**config.mk**
```make
export PLATFORM = sky130hd
export DESIGN_NAME = ptw_timer_top
export DESIGN_NICKNAME = d
export VERILOG_FILES = /design/src/design/ptw_pkg.sv /design/src/design/ptw_timer_top.sv
export SDC_FILE = /design/constraint.sdc
export NUM_CORES = 2
export LEC_CHECK = 0
export BUFFER_PORTS_ARGS = -buffer_cell sky130_fd_sc_hd__clkbuf_2
export CORE_MARGIN = 1
export CORE_UTILIZATION = 35
export DETAILED_ROUTE_END_ITERATION = 10
export PLACE_DENSITY = 0.48
export SLEW_MARGIN = 20
export SYNTH_ARGS = -nofsm -noshare
export SYNTH_HDL_FRONTEND = slang
export SYNTH_SLANG_ARGS = --single-unit
```
**constraint.sdc**
```tcl
create_clock -name CLK_IN -period 6.5 [get_ports CLK_IN]
set_input_delay 1.3 -clock CLK_IN [delete_from_list [all_inputs] [get_ports CLK_IN]]
set_output_delay 1.3 -clock CLK_IN [all_outputs]
set_load 0.01 [all_outputs]
```
**src/design/ptw_pkg.sv**
```systemverilog
// package: register map, field positions, reset values and bus types for the periodic timers
package ptw_pkg;

  // ----------------------------------------
  // sizes
  // ----------------------------------------
  localparam int NUM_TIMERS = 9;   // timer 0 is the wake-up timer
  localparam int CNT_W      = 32;
  localparam int ADDR_W     = 12;
  localparam int DATA_W     = 32;

  // ----------------------------------------
  // register byte offsets
  // ----------------------------------------
  localparam logic [ADDR_W-1:0] OFS_RELOAD_BASE = 12'h000;
  localparam logic [ADDR_W-1:0] OFS_RELOAD_LAST = 12'h020;
  localparam logic [ADDR_W-1:0] OFS_COUNT_BASE  = 12'h080;
  localparam logic [ADDR_W-1:0] OFS_COUNT_LAST  = 12'h0a0;
  localparam logic [ADDR_W-1:0] OFS_FLAGS       = 12'h100;
  localparam logic [ADDR_W-1:0] OFS_IRQ_EN      = 12'h104;
  localparam logic [ADDR_W-1:0] OFS_SELECT      = 12'h108;
  localparam logic [ADDR_W-1:0] OFS_RUN         = 12'h10c;
  localparam logic [ADDR_W-1:0] OFS_CTRL        = 12'h110;

  // ----------------------------------------
  // field positions and reset values
  // ----------------------------------------
  localparam int                CTRL_GATE_BIT  = 24;
  localparam int                CTRL_SPARE_BIT = 25;
  localparam logic [DATA_W-1:0] SELECT_RESET   = 32'h0000_0001;
  localparam logic [DATA_W-1:0] CTRL_RESET     = 32'h0100_0000;
  localparam logic [CNT_W-1:0]  RELOAD_RESET   = 32'h0000_0000;

  // ----------------------------------------
  // bus answers
  // ----------------------------------------
  localparam logic [1:0] RESP_OKAY   = 2'h0;
  localparam logic [1:0] RESP_SLVERR = 2'h2;

  // channel states of the bus slave
  typedef enum logic [1:0] {
    BUS_IDLE = 2'b00,
    BUS_TAKE = 2'b01,
    BUS_RESP = 2'b10
  } ptw_bus_state_type;

  // one register write as seen by the register file
  typedef struct packed {
    logic              fire;
    logic [ADDR_W-1:0] addr;
    logic [DATA_W-1:0] data;
    logic [3:0]        strb;
  } ptw_wr_type;

endpackage

```
**src/design/ptw_timer_top.sv**
```systemverilog
// module: nine periodic down-counting timers with an AXI4-Lite register slave
`timescale 1ns/1ps
module ptw_timer_top
  import ptw_pkg::*;
(
  // clock and reset
  input  wire logic              CLK_IN,
  input  wire logic              RST_B_IN,
  // system side
  input  wire logic              OSC_CLK_IN,
  input  wire logic              DEBUG_IN,
  input  wire logic              HALT_REQ_IN,
  // axi write address
  input  wire logic [ADDR_W-1:0] AWADDR_IN,
  input  wire logic              AWVALID_IN,
  output logic                   AWREADY_OUT,
  // axi write data
  input  wire logic [DATA_W-1:0] WDATA_IN,
  input  wire logic [3:0]        WSTRB_IN,
  input  wire logic              WVALID_IN,
  output logic                   WREADY_OUT,
  // axi write response
  output logic [1:0]             BRESP_OUT,
  output logic                   BVALID_OUT,
  input  wire logic              BREADY_IN,
  // axi read address
  input  wire logic [ADDR_W-1:0] ARADDR_IN,
  input  wire logic              ARVALID_IN,
  output logic                   ARREADY_OUT,
  // axi read data
  output logic [DATA_W-1:0]      RDATA_OUT,
  output logic [1:0]             RRESP_OUT,
  output logic                   RVALID_OUT,
  input  wire logic              RREADY_IN,
  // timer events
  output logic [8:1]             TRIG_OUT,
  output logic [8:1]             CH_IRQ_OUT,
  output logic                   WAKE_IRQ_OUT
);

  // ----------------------------------------
  // declarations
  // ----------------------------------------
  ptw_bus_state_type       wr_state_ff;
  ptw_bus_state_type       rd_state_ff;
  ptw_wr_type              wr_c;
  logic                    awready_ff;
  logic                    wready_ff;
  logic                    bvalid_ff;
  logic [1:0]              bresp_ff;
  logic                    arready_ff;
  logic                    rvalid_ff;
  logic [1:0]              rresp_ff;
  logic [DATA_W-1:0]       rdata_ff;
  logic [DATA_W-1:0]       rd_data_c;
  logic                    rd_err_c;
  logic                    wr_err_c;
  logic [CNT_W-1:0]        reload_ff [NUM_TIMERS];
  logic [CNT_W-1:0]        count_ff  [NUM_TIMERS];
  logic [NUM_TIMERS-1:0]   active_ff;
  logic [NUM_TIMERS-1:0]   flag_ff;
  logic [NUM_TIMERS-1:0]   irq_en_ff;
  logic [8:1]              select_ff;
  logic [NUM_TIMERS-1:0]   run_ff;
  logic                    gate_ff;
  logic                    spare_ff;
  logic [NUM_TIMERS-1:0]   tick_c;
  logic [NUM_TIMERS-1:0]   expire_c;
  logic [NUM_TIMERS-1:0]   flag_clr_c;
  logic [8:1]              trig_ff;
  logic [8:1]              ch_irq_ff;
  logic                    wake_irq_ff;
  logic                    osc_meta_ff;
  logic                    osc_sync_ff;
  logic                    osc_prev_ff;
  logic                    osc_rise_c;

  // ----------------------------------------
  // helpers
  // ----------------------------------------
  // byte-lane merge of a write into an old value
  function automatic logic [DATA_W-1:0] merge_bytes(input logic [DATA_W-1:0] old_val,
                                                    input logic [DATA_W-1:0] new_val,
                                                    input logic [3:0]        strb);
    logic [DATA_W-1:0] res;
    res = old_val;
    for (int b = 0; b < 4; b++) begin
      if (strb[b]) begin
        res[b*8 +: 8] = new_val[b*8 +: 8];
      end
    end
    return res;
  endfunction

  // true when an address falls on a register word
  function automatic logic is_mapped(input logic [ADDR_W-1:0] addr);
    logic ok;
    ok = (addr[1:0] == 2'h0) &&
         ((addr <= OFS_RELOAD_LAST) ||
          ((addr >= OFS_COUNT_BASE) && (addr <= OFS_COUNT_LAST)) ||
          ((addr >= OFS_FLAGS) && (addr <= OFS_CTRL)));
    return ok;
  endfunction

  // ----------------------------------------
  // oscillator clock sampling
  // ----------------------------------------
  // two-stage synchroniser, edge taken from the second stage
  always_ff @(posedge CLK_IN or negedge RST_B_IN) begin
    if (!RST_B_IN) begin
      osc_meta_ff <= 1'b0;
      osc_sync_ff <= 1'b0;
      osc_prev_ff <= 1'b0;
    end else begin
      osc_meta_ff <= OSC_CLK_IN;
      osc_sync_ff <= osc_meta_ff;
      osc_prev_ff <= osc_sync_ff;
    end
  end

  assign osc_rise_c = osc_sync_ff & ~osc_prev_ff;

  // ----------------------------------------
  // write channel
  // ----------------------------------------
  // take address and data together once both are offered
  always_ff @(posedge CLK_IN or negedge RST_B_IN) begin
    if (!RST_B_IN) begin
      wr_state_ff <= BUS_IDLE;
      awready_ff  <= 1'b0;
      wready_ff   <= 1'b0;
      bvalid_ff   <= 1'b0;
      bresp_ff    <= RESP_OKAY;
    end else begin
      case (wr_state_ff)
        BUS_IDLE: begin
          if (AWVALID_IN && WVALID_IN) begin
            awready_ff  <= 1'b1;
            wready_ff   <= 1'b1;
            wr_state_ff <= BUS_TAKE;
          end
        end
        BUS_TAKE: begin
          awready_ff  <= 1'b0;
          wready_ff   <= 1'b0;
          bvalid_ff   <= 1'b1;
          bresp_ff    <= wr_err_c ? RESP_SLVERR : RESP_OKAY;
          wr_state_ff <= BUS_RESP;
        end
        BUS_RESP: begin
          if (BREADY_IN) begin
            bvalid_ff   <= 1'b0;
            wr_state_ff <= BUS_IDLE;
          end
        end
        default: begin
          wr_state_ff <= BUS_IDLE;
        end
      endcase
    end
  end

  // the write lands in the cycle the handshake completes
  always_comb begin
    wr_c.fire = (wr_state_ff == BUS_TAKE);
    wr_c.addr = AWADDR_IN;
    wr_c.data = WDATA_IN;
    wr_c.strb = WSTRB_IN;
    wr_err_c  = !is_mapped(AWADDR_IN);
  end

  // ----------------------------------------
  // read channel
  // ----------------------------------------
  // one read at a time, data registered with the valid
  always_ff @(posedge CLK_IN or negedge RST_B_IN) begin
    if (!RST_B_IN) begin
      rd_state_ff <= BUS_IDLE;
      arready_ff  <= 1'b0;
      rvalid_ff   <= 1'b0;
      rresp_ff    <= RESP_OKAY;
      rdata_ff    <= '0;
    end else begin
      case (rd_state_ff)
        BUS_IDLE: begin
          if (ARVALID_IN) begin
            arready_ff  <= 1'b1;
            rd_state_ff <= BUS_TAKE;
          end
        end
        BUS_TAKE: begin
          arready_ff  <= 1'b0;
          rvalid_ff   <= 1'b1;
          rdata_ff    <= rd_data_c;
          rresp_ff    <= rd_err_c ? RESP_SLVERR : RESP_OKAY;
          rd_state_ff <= BUS_RESP;
        end
        BUS_RESP: begin
          if (RREADY_IN) begin
            rvalid_ff   <= 1'b0;
            rd_state_ff <= BUS_IDLE;
          end
        end
        default: begin
          rd_state_ff <= BUS_IDLE;
        end
      endcase
    end
  end

  // read data mux
  always_comb begin
    rd_data_c = '0;
    rd_err_c  = !is_mapped(ARADDR_IN);
    if (ARADDR_IN <= OFS_RELOAD_LAST) begin
      rd_data_c = reload_ff[ARADDR_IN[5:2]];
    end else if ((ARADDR_IN >= OFS_COUNT_BASE) && (ARADDR_IN <= OFS_COUNT_LAST)) begin
      rd_data_c = count_ff[ARADDR_IN[5:2]];
    end else begin
      case (ARADDR_IN)
        OFS_FLAGS:  rd_data_c[NUM_TIMERS-1:0] = flag_ff;
        OFS_IRQ_EN: rd_data_c[NUM_TIMERS-1:0] = irq_en_ff;
        OFS_SELECT: rd_data_c[8:0] = {select_ff, SELECT_RESET[0]};
        OFS_RUN:    rd_data_c[NUM_TIMERS-1:0] = run_ff;
        OFS_CTRL: begin
          rd_data_c[CTRL_GATE_BIT]  = gate_ff;
          rd_data_c[CTRL_SPARE_BIT] = spare_ff;
        end
        default:    rd_data_c = '0;
      endcase
    end
  end

  // ----------------------------------------
  // control registers
  // ----------------------------------------
  // enables, select, run bits and module control
  always_ff @(posedge CLK_IN or negedge RST_B_IN) begin
    if (!RST_B_IN) begin
      irq_en_ff <= '0;
      select_ff <= SELECT_RESET[8:1];
      run_ff    <= '0;
      gate_ff   <= CTRL_RESET[CTRL_GATE_BIT];
      spare_ff  <= CTRL_RESET[CTRL_SPARE_BIT];
    end else if (wr_c.fire) begin
      case (wr_c.addr)
        OFS_IRQ_EN: irq_en_ff <= {wr_c.strb[1] ? wr_c.data[8] : irq_en_ff[8],
                                  wr_c.strb[0] ? wr_c.data[7:0] : irq_en_ff[7:0]};
        OFS_SELECT: begin
          if (wr_c.strb[0]) select_ff[7:1] <= wr_c.data[7:1];
          if (wr_c.strb[1]) select_ff[8]   <= wr_c.data[8];
        end
        OFS_RUN:    run_ff <= {wr_c.strb[1] ? wr_c.data[8] : run_ff[8],
                               wr_c.strb[0] ? wr_c.data[7:0] : run_ff[7:0]};
        OFS_CTRL: begin
          if (wr_c.strb[3]) begin
            gate_ff  <= wr_c.data[CTRL_GATE_BIT];
            spare_ff <= wr_c.data[CTRL_SPARE_BIT];
          end
        end
        default: begin
          run_ff <= run_ff;
        end
      endcase
    end
  end

  // ----------------------------------------
  // reload values
  // ----------------------------------------
  // a write never touches the running count, only the next reload
  always_ff @(posedge CLK_IN or negedge RST_B_IN) begin
    if (!RST_B_IN) begin
      for (int i = 0; i < NUM_TIMERS; i++) begin
        reload_ff[i] <= RELOAD_RESET;
      end
    end else if (wr_c.fire && !wr_err_c && (wr_c.addr <= OFS_RELOAD_LAST)) begin
      reload_ff[wr_c.addr[5:2]] <= merge_bytes(reload_ff[wr_c.addr[5:2]],
                                               wr_c.data, wr_c.strb);
    end
  end

  // ----------------------------------------
  // timer ticks
  // ----------------------------------------
  // wake timer on oscillator edges, channels on the gated core clock
  always_comb begin
    tick_c[0]  = run_ff[0] & osc_rise_c & ~DEBUG_IN;
    flag_clr_c = '0;
    for (int i = 1; i < NUM_TIMERS; i++) begin
      tick_c[i] = run_ff[i] & ~gate_ff & ~DEBUG_IN & ~HALT_REQ_IN;
    end
    if (wr_c.fire && (wr_c.addr == OFS_FLAGS) && wr_c.strb[0]) begin
      flag_clr_c[7:0] = wr_c.data[7:0];
    end
    if (wr_c.fire && (wr_c.addr == OFS_FLAGS) && wr_c.strb[1]) begin
      flag_clr_c[8] = wr_c.data[8];
    end
    for (int i = 0; i < NUM_TIMERS; i++) begin
      expire_c[i] = tick_c[i] & active_ff[i] & (count_ff[i] == '0);
    end
  end

  // ----------------------------------------
  // counters
  // ----------------------------------------
  // first tick after start loads, zero reloads, otherwise count down
  always_ff @(posedge CLK_IN or negedge RST_B_IN) begin
    if (!RST_B_IN) begin
      active_ff <= '0;
      for (int i = 0; i < NUM_TIMERS; i++) begin
        count_ff[i] <= '0;
      end
    end else begin
      for (int i = 0; i < NUM_TIMERS; i++) begin
        if (!run_ff[i]) begin
          active_ff[i] <= 1'b0;
        end else if (tick_c[i]) begin
          active_ff[i] <= 1'b1;
          if (!active_ff[i] || (count_ff[i] == '0)) begin
            count_ff[i] <= reload_ff[i];
          end else begin
            count_ff[i] <= count_ff[i] - 1'b1;
          end
        end
      end
    end
  end

  // ----------------------------------------
  // flags
  // ----------------------------------------
  // timeout sets, write one clears, a set in the same cycle wins
  always_ff @(posedge CLK_IN or negedge RST_B_IN) begin
    if (!RST_B_IN) begin
      flag_ff <= '0;
    end else begin
      flag_ff <= (flag_ff & ~flag_clr_c) | expire_c;
    end
  end

  // ----------------------------------------
  // triggers and interrupt lines
  // ----------------------------------------
  // trigger only in dma mode; wake timer never triggers
  always_ff @(posedge CLK_IN or negedge RST_B_IN) begin
    if (!RST_B_IN) begin
      trig_ff     <= '0;
      ch_irq_ff   <= '0;
      wake_irq_ff <= 1'b0;
    end else begin
      trig_ff     <= expire_c[8:1] & ~select_ff;
      ch_irq_ff   <= flag_ff[8:1] & irq_en_ff[8:1] & select_ff;
      wake_irq_ff <= flag_ff[0] & irq_en_ff[0];
    end
  end

  // ----------------------------------------
  // outputs
  // ----------------------------------------
  assign AWREADY_OUT  = awready_ff;
  assign WREADY_OUT   = wready_ff;
  assign BVALID_OUT   = bvalid_ff;
  assign BRESP_OUT    = bresp_ff;
  assign ARREADY_OUT  = arready_ff;
  assign RVALID_OUT   = rvalid_ff;
  assign RRESP_OUT    = rresp_ff;
  assign RDATA_OUT    = rdata_ff;
  assign TRIG_OUT     = trig_ff;
  assign CH_IRQ_OUT   = ch_irq_ff;
  assign WAKE_IRQ_OUT = wake_irq_ff;

endmodule

```
==> qor.csv <==
metric,value,unit
"EDFF count, synth",0,
Layout area overhead,11.9,%
"Slowest-stage cell, CP",nand2_1,
Detail Route Antenna Nets,0,
GR Util All Layers,0.290,
largest net degree at the start of global routing,160,
critical path capture point type,register,
Fill cells,11500,
endpoints failing setup,0,
crit path from,count_ff[116],
layout cell share with drive strength beyond 1,0.140,
Final min period,4.14,ns
number of max-cap violations,0,
number of placement rows,124,
Clock Latency Late Sink,0.68,ns
drt first pass iters,6,
die footprint,0.117,mm²
Slew Limit Fails,0,
kind of cell adding the most delay to the critical path,simple AND/OR/NAND/NOR gates,
CTS Hold Bufs,0,
die width,342,µm
routed len/inst,28.9,µm
unrepaired setup endpoints after global routing,no,
Worst Path Required,7.05,ns
final hold vios,0,
IO Port Bufs,125,
"Seq/Total Area, Yosys",0.423,
CTS tree,yes,
CTS H-tree lvls,3,
CP bufs+invs,0,
Max-slew headroom,0.259,
Final GP Congestion,0.990,
DR vias/cell,6.29,
starting density of the core,0.354,
Die Y-Extent,342,µm
WL final,171000,µm
clk buf depth,3,
dominant synthesized flop cell,dfrtp_1,
initial antenna violation count,0,
Post-CTS Resized,0,
vias in the first global route,34200,
CP startpoint kind,register,
final worst-path cycle share,0.637,
CTS buffer count,83,
setup TNS,0,ns
clock skew,0.0215,ns
number of library cell types mapped by synthesis,87,
Sink Count,684,
Synth Cell Area,0.0404,mm²
Post-Synthesis Cells,4391,
count of warnings emitted by yosys,0,
crit path kind,reg -> reg,
first-pass GRT wire length,249000,µm
worst hold path type,reg -> reg,
Worst Path Max Fanout,29,
detailed-placement wirelength estimate,128000,µm
DRC,0,
routed via count,37200,
Layout Cells excl Fill,5912,
Max Fclk,241,MHz
Leak Pwr,0.0182,µW
power density over the cells,220,mW/mm²
final core occ,0.395,
Post-CTS Setup Bufs,0,
initial DRC count,4399,
Cells after DPL,5758,
Worst R2R Start,count_ff[116],
Hold Startpoint,osc_meta_ff,
most frequent cells in the layout,"dfrtp_1, o21ai_0, nand2_1",
WP data arrival,4.69,ns
grt ovf,0,
core area,0.114,mm²
clk slew on worst S/H paths,0.06,ns
"commonest non-fill, non-tap cell in the layout",dfrtp_1,
Layout Nets,4419,
max incr delay on CP,0.98,ns
syn avg cell area,9.21,µm²
Post-synth ARST share,1.00,
run status,"finished, final reports clean",
#FFs+latches synth,684,
CP Cell Sequence,nor3_1 -> or3b_1 -> or4_1 -> nand2_1 -> nor4_1 -> a221o_1,
Worst VDD drop,0.172,mV
actual slew at the worst max-slew pin,1.10,ns
Final Total Pwr,9960,µW
clock root cell,clkbuf_16,
I/O Pins,128,
[stage by stage]
step / setup slack [ns] / cell area, µm² / hold WS (ns)
3_3_place_gp: 2.14 / 42400 / 0.339
6_report: 2.36 / 45200 / 0.346
5_1_grt: 2.23 / 45200 / 0.369
4_1_cts: 2.50 / 45200 / 0.349
2_1_floorplan: 2.83 / 40400 / 0.331
3_5_place_dp: 2.07 / 42400 / 0.336
[layout make-up]
cell class / count / area (µm²) / area share
multi-input cells: 3254 / 21700 / 0.479
flip-flops and latches: 684 / 17100 / 0.379
clock buffers: 123 / 2480 / 0.0549
well taps: 1512 / 1890 / 0.0418
repair buffers: 209 / 1350 / 0.0299
inverters: 99 / 372 / 0.00822
clock inverters: 28 / 340 / 0.00753
diodes: 3 / 7.51 / 0.000166
[per-layer routing]
metal  GRT usage  vias to the layer above  routed length (µm)
li1            -                    16500                   -
met1       0.415                    18800               74200
met2       0.438                     1699               76400
met3      0.0600                      222               15100
met4      0.0861                        0                5150
met5           0                        -                   0
[kinds of logic after synthesis]
group,count (synthesis),share of synthesized area
compound gates,1403,0.212
other cells,1,0.0000928
flops,684,0.423
buf+inv,454,0.0442
simple gates,1536,0.185
fa+ha+maj,18,0.00557
mux,295,0.129
[where the power goes]
part | leakage (µW) | switching, µW | internal, µW | total, µW
Clock | 0.00140 | 2030 | 2880 | 4920
Combinational | 0.00771 | 465 | 201 | 666
Sequential | 0.00909 | 64.9 | 4310 | 4380
Total | 0.0182 | 2560 | 7400 | 9960
[flip-flops by register name (all words and copies together) (netlist names), 2 cells and up]
name and count:
count_ff 288, TRIG_OUT 8, select_ff 8, rd_state_ff 2, active_ff 9, flag_ff 9, CH_IRQ_OUT 8, RDATA_OUT 32
run_ff 9, irq_en_ff 9, reload_ff 288, wr_state_ff 2
[cell usage after synthesis (87+ instances only)]
cell      instances  area (µm²)
mux4_2          179        4030
clkbuf_1        292        1100
nor4_1           99         619
dfrtp_1         683       17100
mux2i_1          87         871
inv_1            97         364
nand2_1         551        2070
nor2_1          227         852
nand3_1         183         916
nor3_1          134         671
a21oi_1         262        1310
o21ai_0         581        2910
[path summary, 6_finish.rpt]
kind,endpoint,slack (ns),cells after the start
min in group asynchronous,TRIG_OUT[2],0.65,1
min,osc_sync_ff,0.35,0
max,count_ff[124],2.36,6
max in group asynchronous,count_ff[56],4.41,2
max reg2reg,count_ff[124],2.36,6
min reg2reg,osc_sync_ff,0.35,0
Note: power is estimated with default switching activity, not from simulation.
